**config.mk**
```make
export PLATFORM = sky130hd
export DESIGN_NAME = charger_status_upper
export DESIGN_NICKNAME = d
export VERILOG_FILES = /design/src/common/charger_status_pkg.sv /design/src/logic/charger_status_upper.sv /design/src/logic/deglitch_timer.sv
export VERILOG_INCLUDE_DIRS = /design/src /design/src/common
export SDC_FILE = /design/constraint.sdc
export NUM_CORES = 1
export LEC_CHECK = 0
export BUFFER_PORTS_ARGS = -buffer_cell sky130_fd_sc_hd__buf_2
export CAP_MARGIN = 10
export CORE_MARGIN = 4
export CORE_UTILIZATION = 61
export DETAILED_ROUTE_END_ITERATION = 8
export PLACE_DENSITY_LB_ADDON = 0.3
export SYNTH_ARGS = -nofsm -noshare
export SYNTH_HDL_FRONTEND = slang
export SYNTH_SLANG_ARGS = --single-unit
export TNS_END_PERCENT = 10
```
**constraint.sdc**
```tcl
create_clock -name CLK_IN -period 6.6 [get_ports CLK_IN]
set_input_delay 0.33 -clock CLK_IN [delete_from_list [all_inputs] [get_ports CLK_IN]]
set_output_delay 0.33 -clock CLK_IN [all_outputs]
set_load 0.005 [all_outputs]
```
**src/common/charger_status_consts.svh**
```systemverilog
// constant definitions for the charger status upper-flag block
`ifndef CHARGER_STATUS_CONSTS_SVH
`define CHARGER_STATUS_CONSTS_SVH

// control word fields
`define CTRL_LEARN_BIT 4
`define CTRL_DEP_LSB 9
`define CTRL_DEP_MSB 11

// status word bit positions
`define ST_DEPLETED_BIT 11
`define ST_VOR_BIT 12
`define ST_ADP_LOW_BIT 13
`define ST_BAT_PRES_BIT 14
`define ST_ADP_PRES_BIT 15

// reset values
`define STATUS_RESET 16'h0000
`define VOLT_RESET 16'h0000
`define TARGET_RESET 16'h0000

// charge-voltage settings in millivolts
`define VOLT_WAKE_MV 16'h2328
`define BAND_LO_MIN_MV 16'h2EE0
`define BAND_LO_MAX_MV 16'h3840
`define BAND_HI_MIN_MV 16'h3E80
`define BAND_HI_MAX_MV 16'h4B00
`define DAC_STEP_MASK 16'hFFF0

// cell counts for the two bands
`define CELLS_LO 3'h3
`define CELLS_HI 3'h4

// per-cell depleted threshold: base plus code times step, in millivolts
`define DEP_BASE_MV 16'h0A8C
`define DEP_STEP_MV 16'h0064

// comparator margins in millivolts
`define REV_MARGIN_MV 17'h0_0096
`define HYST_MV 17'h0_0064
`define SYS_MARGIN_MV 17'h0_0096

// deglitch time and clock period
`define DEGLITCH_MS 8
`define CLK_PERIOD_NS 5
`define DEGLITCH_CYCLES ((`DEGLITCH_MS * 1000000) / `CLK_PERIOD_NS)

`endif

```
**src/common/charger_status_pkg.sv**
```systemverilog
// types shared by the charger status upper-flag block
package charger_status_pkg;

  // bypass switch control states
  typedef enum logic [1:0] {
    BYP_OFF = 2'b00,
    BYP_WAIT = 2'b01,
    BYP_ON = 2'b10
  } bypass_state_t;

  // raw comparator levels arriving from the analog side
  typedef struct packed {
    logic ts_below;   // thermistor pin under battery-detect threshold
    logic adet_above; // adapter detect pin over 2.4 V threshold
    logic adet_wake;  // adapter detect pin over 1.2 V
    logic vcc_ok;     // supply over 6.5 V
  } pin_bits_t;

  // digitised rail levels in millivolts
  typedef struct packed {
    logic [15:0] bat_mv;
    logic [15:0] acp_mv;
    logic [15:0] sys_mv;
  } rail_levels_t;

  // switch drives and enables
  typedef struct packed {
    logic bat_drive;
    logic ac_drive;
    logic bypass_drive;
    logic charge_en;
    logic alarm;
    logic smbus_en;
    logic por_start;
  } drive_bits_t;

  // state of the top module apart from the reset synchroniser and the deglitch timer
  typedef struct packed {
    pin_bits_t sync1;
    pin_bits_t sync2;
    logic [15:0] volt_reg;
    logic [15:0] target_reg;
    logic vor_reg;
    logic [15:0] status_reg;
    bypass_state_t byp_reg;
    drive_bits_t drv_reg;
  } status_state_t;

endpackage : charger_status_pkg

```
**src/logic/charger_status_upper.sv**
```systemverilog
// status flags 11 to 15 of the charger status word and their protection actions
`include "charger_status_consts.svh"

// Summary of operation
// - bit 11 high while battery below depleted threshold
// - threshold per cell, times three or four
// - learn and depleted: battery off, adapter on
// - bit 12 high for out-of-range voltage setting
// - accept 9 V and bands, truncate steps
// - above maximum: keep charging, clamp to maximum
// - low or gap setting: disable, flag, alarm
// - 9 V code regulates to 9 V
// - bit 13 high while battery above adapter
// - adapter under battery plus margin: bypass off
// - bypass back on after deglitch and hysteresis
// - bit 14 follows thermistor battery-detect comparator
// - no battery stops charging at once
// - bit 15 high while adapter detect above threshold
// - no charging until adapter detected
// - regulator reset and bus need wake levels
// - battery switch off while system rail high
module charger_status_upper #(
  parameter int DEGLITCH_CYCLES = `DEGLITCH_CYCLES
) (
  // clock and reset
  input wire logic CLK_IN,
  input wire logic ARST_N_IN,
  // register file side
  input wire logic [15:0] CTRL_WORD_IN,
  input wire logic VOLT_WR_IN,
  input wire logic [15:0] VOLT_DATA_IN,
  output logic [15:0] VOLT_WORD_OUT,
  output logic [15:0] STATUS_WORD_OUT,
  // analog side
  input wire charger_status_pkg::rail_levels_t RAILS_IN,
  input wire charger_status_pkg::pin_bits_t PINS_IN,
  // regulation and switch controls
  output logic [15:0] REG_TARGET_MV_OUT,
  output charger_status_pkg::drive_bits_t DRIVES_OUT
);
  import charger_status_pkg::*;

  // reset release synchroniser
  logic rst_meta_reg;
  logic rst_n;

  // state and next state
  status_state_t st_reg;
  status_state_t st_next;

  // decoded conditions
  logic learn_mode;
  logic [2:0] dep_code;
  logic [2:0] cell_count;
  logic [15:0] dep_limit_mv;
  logic depleted;
  logic bat_present;
  logic adp_present;
  logic adp_below_bat;
  logic rev_trip;
  logic recovered;
  logic sys_high;
  logic timer_run;
  logic timer_done;
  logic [16:0] bat_ext;
  logic [16:0] acp_ext;
  logic [16:0] sys_ext;

  // reset is released through two flip-flops
  always_ff @(posedge CLK_IN or negedge ARST_N_IN) begin
    if (!ARST_N_IN) begin
      rst_meta_reg <= 1'b0;
      rst_n <= 1'b0;
    end else begin
      rst_meta_reg <= 1'b1;
      rst_n <= rst_meta_reg;
    end
  end

  // true when a setting lies in one of the two continuous bands
  function automatic logic in_band(input logic [15:0] mv);
    in_band = ((mv >= `BAND_LO_MIN_MV) && (mv <= `BAND_LO_MAX_MV)) ||
              ((mv >= `BAND_HI_MIN_MV) && (mv <= `BAND_HI_MAX_MV));
  endfunction : in_band

  // true when a setting is neither wake level, band value nor above maximum
  function automatic logic out_of_range(input logic [15:0] mv);
    out_of_range = (mv != `VOLT_WAKE_MV) && !in_band(mv) &&
                   (mv <= `BAND_HI_MAX_MV);
  endfunction : out_of_range

  // regulation target for a setting
  function automatic logic [15:0] target_of(input logic [15:0] mv);
    logic [15:0] res;
    res = `TARGET_RESET;
    if (mv == `VOLT_WAKE_MV) begin
      res = `VOLT_WAKE_MV;
    end else if (mv > `BAND_HI_MAX_MV) begin
      res = `BAND_HI_MAX_MV;
    end else if (in_band(mv)) begin
      res = mv & `DAC_STEP_MASK;
    end
    target_of = res;
  endfunction : target_of

  // number of cells implied by a regulation target
  function automatic logic [2:0] cells_of(input logic [15:0] mv);
    if (mv >= `BAND_HI_MIN_MV) begin
      cells_of = `CELLS_HI;
    end else begin
      cells_of = `CELLS_LO;
    end
  endfunction : cells_of

  // control word fields
  assign learn_mode = CTRL_WORD_IN[`CTRL_LEARN_BIT];
  assign dep_code = CTRL_WORD_IN[`CTRL_DEP_MSB:`CTRL_DEP_LSB];

  // depleted threshold scaled by the cell count
  always_comb begin
    logic [15:0] per_cell;
    logic [18:0] prod;
    per_cell = `DEP_BASE_MV + (`DEP_STEP_MV * {13'h0000, dep_code});
    cell_count = cells_of(st_reg.target_reg);
    prod = 19'(per_cell) * 19'(cell_count);
    dep_limit_mv = prod[15:0];
  end

  // synchronised comparator levels
  assign bat_present = st_reg.sync2.ts_below;
  assign adp_present = st_reg.sync2.adet_above;

  // rail comparisons, widened so margins cannot overflow
  assign bat_ext = {1'b0, RAILS_IN.bat_mv};
  assign acp_ext = {1'b0, RAILS_IN.acp_mv};
  assign sys_ext = {1'b0, RAILS_IN.sys_mv};
  assign depleted = RAILS_IN.bat_mv < dep_limit_mv;
  assign adp_below_bat = bat_ext > acp_ext;
  assign rev_trip = acp_ext < (bat_ext + `REV_MARGIN_MV);
  assign recovered = acp_ext >= (bat_ext + `REV_MARGIN_MV + `HYST_MV);
  assign sys_high = sys_ext > (bat_ext + `SYS_MARGIN_MV);

  // deglitch runs only while waiting with the rail recovered
  assign timer_run = (st_reg.byp_reg == BYP_WAIT) && recovered;

  deglitch_timer #(
    .CYCLES(DEGLITCH_CYCLES)
  ) u_bypass_deglitch (
    .clk_in(CLK_IN),
    .rst_n_in(rst_n),
    .run_in(timer_run),
    .done_out(timer_done)
  );

  // next-state logic
  always_comb begin
    logic charge_ok;
    logic learn_switch;
    st_next = st_reg;
    charge_ok = 1'b0;
    learn_switch = 1'b0;

    // two-stage synchronisers for the raw comparator pins
    st_next.sync1 = PINS_IN;
    st_next.sync2 = st_reg.sync1;

    // charge-voltage setting, range check and target
    if (VOLT_WR_IN) begin
      st_next.volt_reg = VOLT_DATA_IN;
    end
    st_next.target_reg = target_of(st_reg.volt_reg);
    st_next.vor_reg = out_of_range(st_reg.volt_reg);

    // bypass switch: immediate off, deglitched on
    case (st_reg.byp_reg)
      BYP_OFF: begin
        if (recovered) begin
          st_next.byp_reg = BYP_WAIT;
        end
      end
      BYP_WAIT: begin
        if (rev_trip || !recovered) begin
          st_next.byp_reg = BYP_OFF;
        end else if (timer_done) begin
          st_next.byp_reg = BYP_ON;
        end
      end
      BYP_ON: begin
        if (rev_trip) begin
          st_next.byp_reg = BYP_OFF;
        end
      end
      default: begin
        st_next.byp_reg = BYP_OFF;
      end
    endcase

    // learn cycle switchover when the battery is depleted
    learn_switch = learn_mode && depleted;
    st_next.drv_reg.bat_drive = !learn_switch && !sys_high;
    st_next.drv_reg.ac_drive = adp_present && (!learn_mode || depleted);

    // a trip drops the bypass in the same cycle it is seen
    st_next.drv_reg.bypass_drive = (st_next.byp_reg == BYP_ON) && !rev_trip;

    // charging needs adapter, battery and a usable voltage setting
    charge_ok = adp_present && bat_present;
    st_next.drv_reg.charge_en = charge_ok && !out_of_range(st_reg.volt_reg) &&
                                !st_reg.vor_reg;
    st_next.drv_reg.alarm = st_reg.vor_reg;

    // regulator reset and serial bus wake-up
    st_next.drv_reg.por_start = st_reg.sync2.adet_wake && st_reg.sync2.vcc_ok;
    st_next.drv_reg.smbus_en = st_reg.sync2.adet_wake && st_reg.sync2.vcc_ok;

    // status word upper bits track the current conditions
    st_next.status_reg = `STATUS_RESET;
    st_next.status_reg[`ST_DEPLETED_BIT] = depleted;
    st_next.status_reg[`ST_VOR_BIT] = out_of_range(st_reg.volt_reg); // with target
    st_next.status_reg[`ST_ADP_LOW_BIT] = adp_below_bat;
    st_next.status_reg[`ST_BAT_PRES_BIT] = bat_present;
    st_next.status_reg[`ST_ADP_PRES_BIT] = adp_present;
  end

  // state register
  always_ff @(posedge CLK_IN or negedge rst_n) begin
    if (!rst_n) begin
      st_reg.sync1 <= '0;
      st_reg.sync2 <= '0;
      st_reg.volt_reg <= `VOLT_RESET;
      st_reg.target_reg <= `TARGET_RESET;
      st_reg.vor_reg <= 1'b0;
      st_reg.status_reg <= `STATUS_RESET;
      st_reg.byp_reg <= BYP_OFF;
      st_reg.drv_reg <= '0;
    end else begin
      st_reg <= st_next;
    end
  end

  // outputs come straight from the state register
  assign VOLT_WORD_OUT = st_reg.volt_reg;
  assign STATUS_WORD_OUT = st_reg.status_reg;
  assign REG_TARGET_MV_OUT = st_reg.target_reg;
  assign DRIVES_OUT = st_reg.drv_reg;

endmodule : charger_status_upper

```
**src/logic/deglitch_timer.sv**
```systemverilog
// counter that reports a condition held for a fixed number of cycles
module deglitch_timer #(
  parameter int CYCLES = 1600000
) (
  // clock and reset
  input wire logic clk_in,
  input wire logic rst_n_in,
  // condition and result
  input wire logic run_in,
  output logic done_out
);

  localparam int CNT_W = $clog2(CYCLES + 1);
  localparam logic [CNT_W-1:0] LAST = CNT_W'(CYCLES - 1);

  typedef struct packed {
    logic [CNT_W-1:0] cnt;
    logic done;
  } timer_state_t;

  timer_state_t st_reg;
  timer_state_t st_next;

  // count while the condition holds, restart when it drops
  always_comb begin
    st_next = st_reg;
    if (!run_in) begin
      st_next.cnt = '0;
      st_next.done = 1'b0;
    end else if (st_reg.cnt == LAST) begin
      st_next.done = 1'b1;
    end else begin
      st_next.cnt = st_reg.cnt + CNT_W'(1);
    end
  end

  // state register
  always_ff @(posedge clk_in or negedge rst_n_in) begin
    if (!rst_n_in) begin
      st_reg <= '0;
    end else begin
      st_reg <= st_next;
    end
  end

  assign done_out = st_reg.done;

endmodule : deglitch_timer

```
==> run_results.csv <==
group,metric,value,unit
outcome,status,"completed",
floorplan,row_count,37,
yosys,syn_inst,727,
clocking,cts_tree,"yes",
clocking,postCtsResizedCells,0,
worst_setup_path,cp_max_fo,19,
yosys,synth-simple-area-share,0.1519,
sta,drv_slew,0,
sta,skew,0.01682,ns
worst_setup_path,criticalPathCategory,"flop to flop",
clocking,cts_buffers,9,
worst_setup_path,crit_top_cell,"ha_1",
sta,rsz0062_at_grt,"no",
clocking,post-cts-setup-buffer-count,0,
clocking,cts_num_sinks,74,
sta,tightest_slew,1.154,ns
worst_setup_path,rr_worst_depth,21,
worst_setup_path,crit_path_top_delay_cell,"a2111oi_0",
routing,wl,14980,um
finish,fin_area,0.007168,mm^2
routing,routedWlPerCell,15.95,um
yosys,synth-compound-area-share,0.1587,
finish,multi_input_area,0.004158,mm^2
placed_design,routabilityCongestion,0.9253,
finish,stdcell_count,939,
placed_design,numPortBuffers,115,
yosys,synth.area.mux_share,0.02982,
routing,topRoutingLayerUsed,"met4",
routing,route.vias.total,5415,
placed_design,dp_hpwl,11950,um
placed_design,place_inst,922,
global_routing,antenna_found_initial,0,
yosys,synth-edff-count,0,
floorplan,core,0.01046,mm^2
pwr,p_leak,3.656,nW
finish,fin_nets,993,
global_routing,grt_usage,0.2382,
finish,antenna_cells,0,
yosys,synth_fa_ha_area_frac,0.2049,
placed_design,place_area,0.006952,mm^2
clocking,clock_path_buffers,2,
worst_setup_path,end_kind,"flop",
finish,regArea,0.001853,mm^2
routing,wl_met1,6449,um
yosys,yosys_warnings,0,
routing,drtIter0Drc,367,
finish,largest_reg_flops,21,
pwr,power,1.311,mW
yosys,synth.distinct_cells,66,
hold_path,hold_depth,1,
pwr,irDropWorstVdd,0.1837,mV
finish,final_cell_mix,"buf_2 (115), ha_1 (107), dfrtp_1 (73)",
yosys,ys_seq_area_frac,0.2793,
yosys,syn_area,0.006630,mm^2
floorplan,die_x,112.3,um
finish,final_common_cell,"buf_2",
finish,synthToLayoutAreaGrowth,8.115,%
sta,min_period,4.650,ns
yosys,async_flop_share,1.000,
finish,fillCellCount,854,
job,maxCapViolations,0,
floorplan,boundaryPins,142,
worst_setup_path,crit_path_start_kind,"flop",
worst_setup_path,cp_cell_sequence,"o21ai_0 > o21ai_1 > buf_4 > inv_1 > nand2_1 > inv_1 > ha_1 > ha_1 > fa_1 > a21o_1 > a21oi_1 > o21bai_1 > a21oi_1 > o21ai_0 > a22oi_1 > ha_1 > nand3_1 > nor2_1 > a2111oi_0 > o31a_1 > a22oi_1",
global_routing,grt_pass1_vias,5491,
yosys,synth_seq_cells,74,
global_routing,overflow,0,
yosys,synth_top_family_by_area,"adder cells",
global_routing,grt_pass1_wl,24940,um
routing,wl_met2,6995,um
worst_setup_path,critPathMaxStageDelay,0.42,ns
clocking,h-tree-depth,3,
worst_setup_path,required,6.83,ns
routing,drc,0,
sta,finalCritPeriodShare,0.7046,
worst_setup_path,cp_data_arrival_time,4.88,ns
floorplan,dieArea,0.01260,mm^2
hold_path,hold_class,"input port to flop",
routing,dr.pass1.iters,5,
global_routing,grt_max_degree,73,
clocking,clock_latency,0.37,ns
routing,via_per_inst,5.767,
sta,hold_violations,0,
routing,final_antenna_net_count,0,
floorplan,start_util,0.6337,
yosys,syn_area_per_cell,9.120,um^2
yosys,ys.flop_type,"dfrtp_1",
sta,slew_headroom,0.2288,
yosys,synth_xor_area_frac,0.07266,
routing,met3_length,1134,um
sta,finalSetupTns,0,ns
sta,clock.fmax,215.0,MHz
finish,drive_gt1_frac,0.2092,
floorplan,die_h,112.3,um
clocking,root_buffer,"clkbuf_8",
clocking,cts.clk_slew.worst_paths,0.10,ns
pwr,power_density,182.9,mW/mm^2
sta,setup_viol,0,
-- per-layer routing --
layer  up-vias  global-route usage
li1       2634                   -
met1      2528              0.3037
met2       210              0.3941
met3        43             0.05714
met4         0             0.08814
met5         -                   0
-- Yosys cell counts (all sizes together) (4+ instances only) --
| library cell | instances | area share |
|---|---|---|
| a211oi | 7 | 0.0098 |
| a21o | 27 | 0.031 |
| a21oi | 34 | 0.026 |
| a31oi | 4 | 0.0038 |
| and2 | 8 | 0.0075 |
| and3 | 8 | 0.0075 |
| buf | 59 | 0.067 |
| clkbuf | 13 | 0.0074 |
| dfrtp | 74 | 0.28 |
| ha | 107 | 0.20 |
| inv | 48 | 0.027 |
| mux2 | 14 | 0.024 |
| mux2i | 4 | 0.0060 |
| nand2 | 32 | 0.018 |
| nand2b | 5 | 0.0047 |
| nand3 | 21 | 0.016 |
| nand4 | 14 | 0.013 |
| nor2 | 65 | 0.041 |
| nor2b | 7 | 0.0066 |
| nor3 | 11 | 0.0083 |
| nor3b | 4 | 0.0045 |
| nor4 | 6 | 0.0057 |
| o21a | 13 | 0.015 |
| o21ai | 34 | 0.026 |
| o21bai | 6 | 0.0068 |
| xnor2 | 26 | 0.034 |
| xor2 | 29 | 0.038 |
-- path summary, 6_finish.rpt --
kind	start	endpoint	slack, ns
max in group asynchronous	rst_n	DRIVES_OUT[4]	5.53
max reg2reg	REG_TARGET_MV_OUT[8]	DRIVES_OUT[6]	1.95
min reg2reg	st_next[61]	bat_present	0.35
min in group asynchronous	ARST_N_IN	rst_n	0.27
max	REG_TARGET_MV_OUT[8]	DRIVES_OUT[6]	1.95
min	PINS_IN[0]	st_next[58]	0.06
-- logic make-up (layout without fill, tap and decap cells) --
group / Yosys count / count (layout)
compound gates: 154 / 154
xor+xnor: 55 / 55
fa+ha+maj: 108 / 108
buf+inv: 120 / 182
flops: 74 / 74
mux: 18 / 18
other cells: 2 / 16
simple gates: 196 / 196
-- worst max-delay path, delay by kind of cell, from the launching register on --
family                   cells  cell delay (ns)
AO/OA/AOI/OAI               11             2.25
adder cells (fa/ha/maj)      4             1.08
buffers and inverters        3             0.49
flip-flops                   1             0.37
AND/OR/NAND/NOR              3             0.32
-- final cells by class --
cell class	count	share of cell area
Sequential cell	74	0.2585
Inverter	48	0.02514
Multi-Input combinational cell	547	0.5800
Clock inverter	7	0.01152
Clock buffer	9	0.01728
Tap cell	136	0.02374
Timing Repair Buffer	118	0.08378
-- stage by stage --
stage / worst slack (ns) / utilization / hold WS (ns)
final: 1.950 / 0.6851 / 0.06445
after global routing: 1.601 / 0.6851 / 0.04430
after CTS: 1.957 / 0.6851 / 0.05019
after detailed placement: 1.670 / 0.6644 / 0.1200
after global placement: 1.883 / 0.6644 / 0.1172
after floorplan: 2.280 / - / 0.03441
-- where the power goes --
| part | internal [mW] | switching [mW] |
|---|---|---|
| logic | 0.191 | 0.239 |
| registers | 0.481 | 0.0270 |
| clock network | 0.181 | 0.192 |
-- repair_timing --
| item | 4_1_cts | 5_1_grt |
|---|---|---|
| hold buffers | 1 | 0 |
| setup endpoints to repair | 0 | 0 |
| endpoints found under the hold margin | 2 | 0 |
Power figures use the tool's default switching activity.
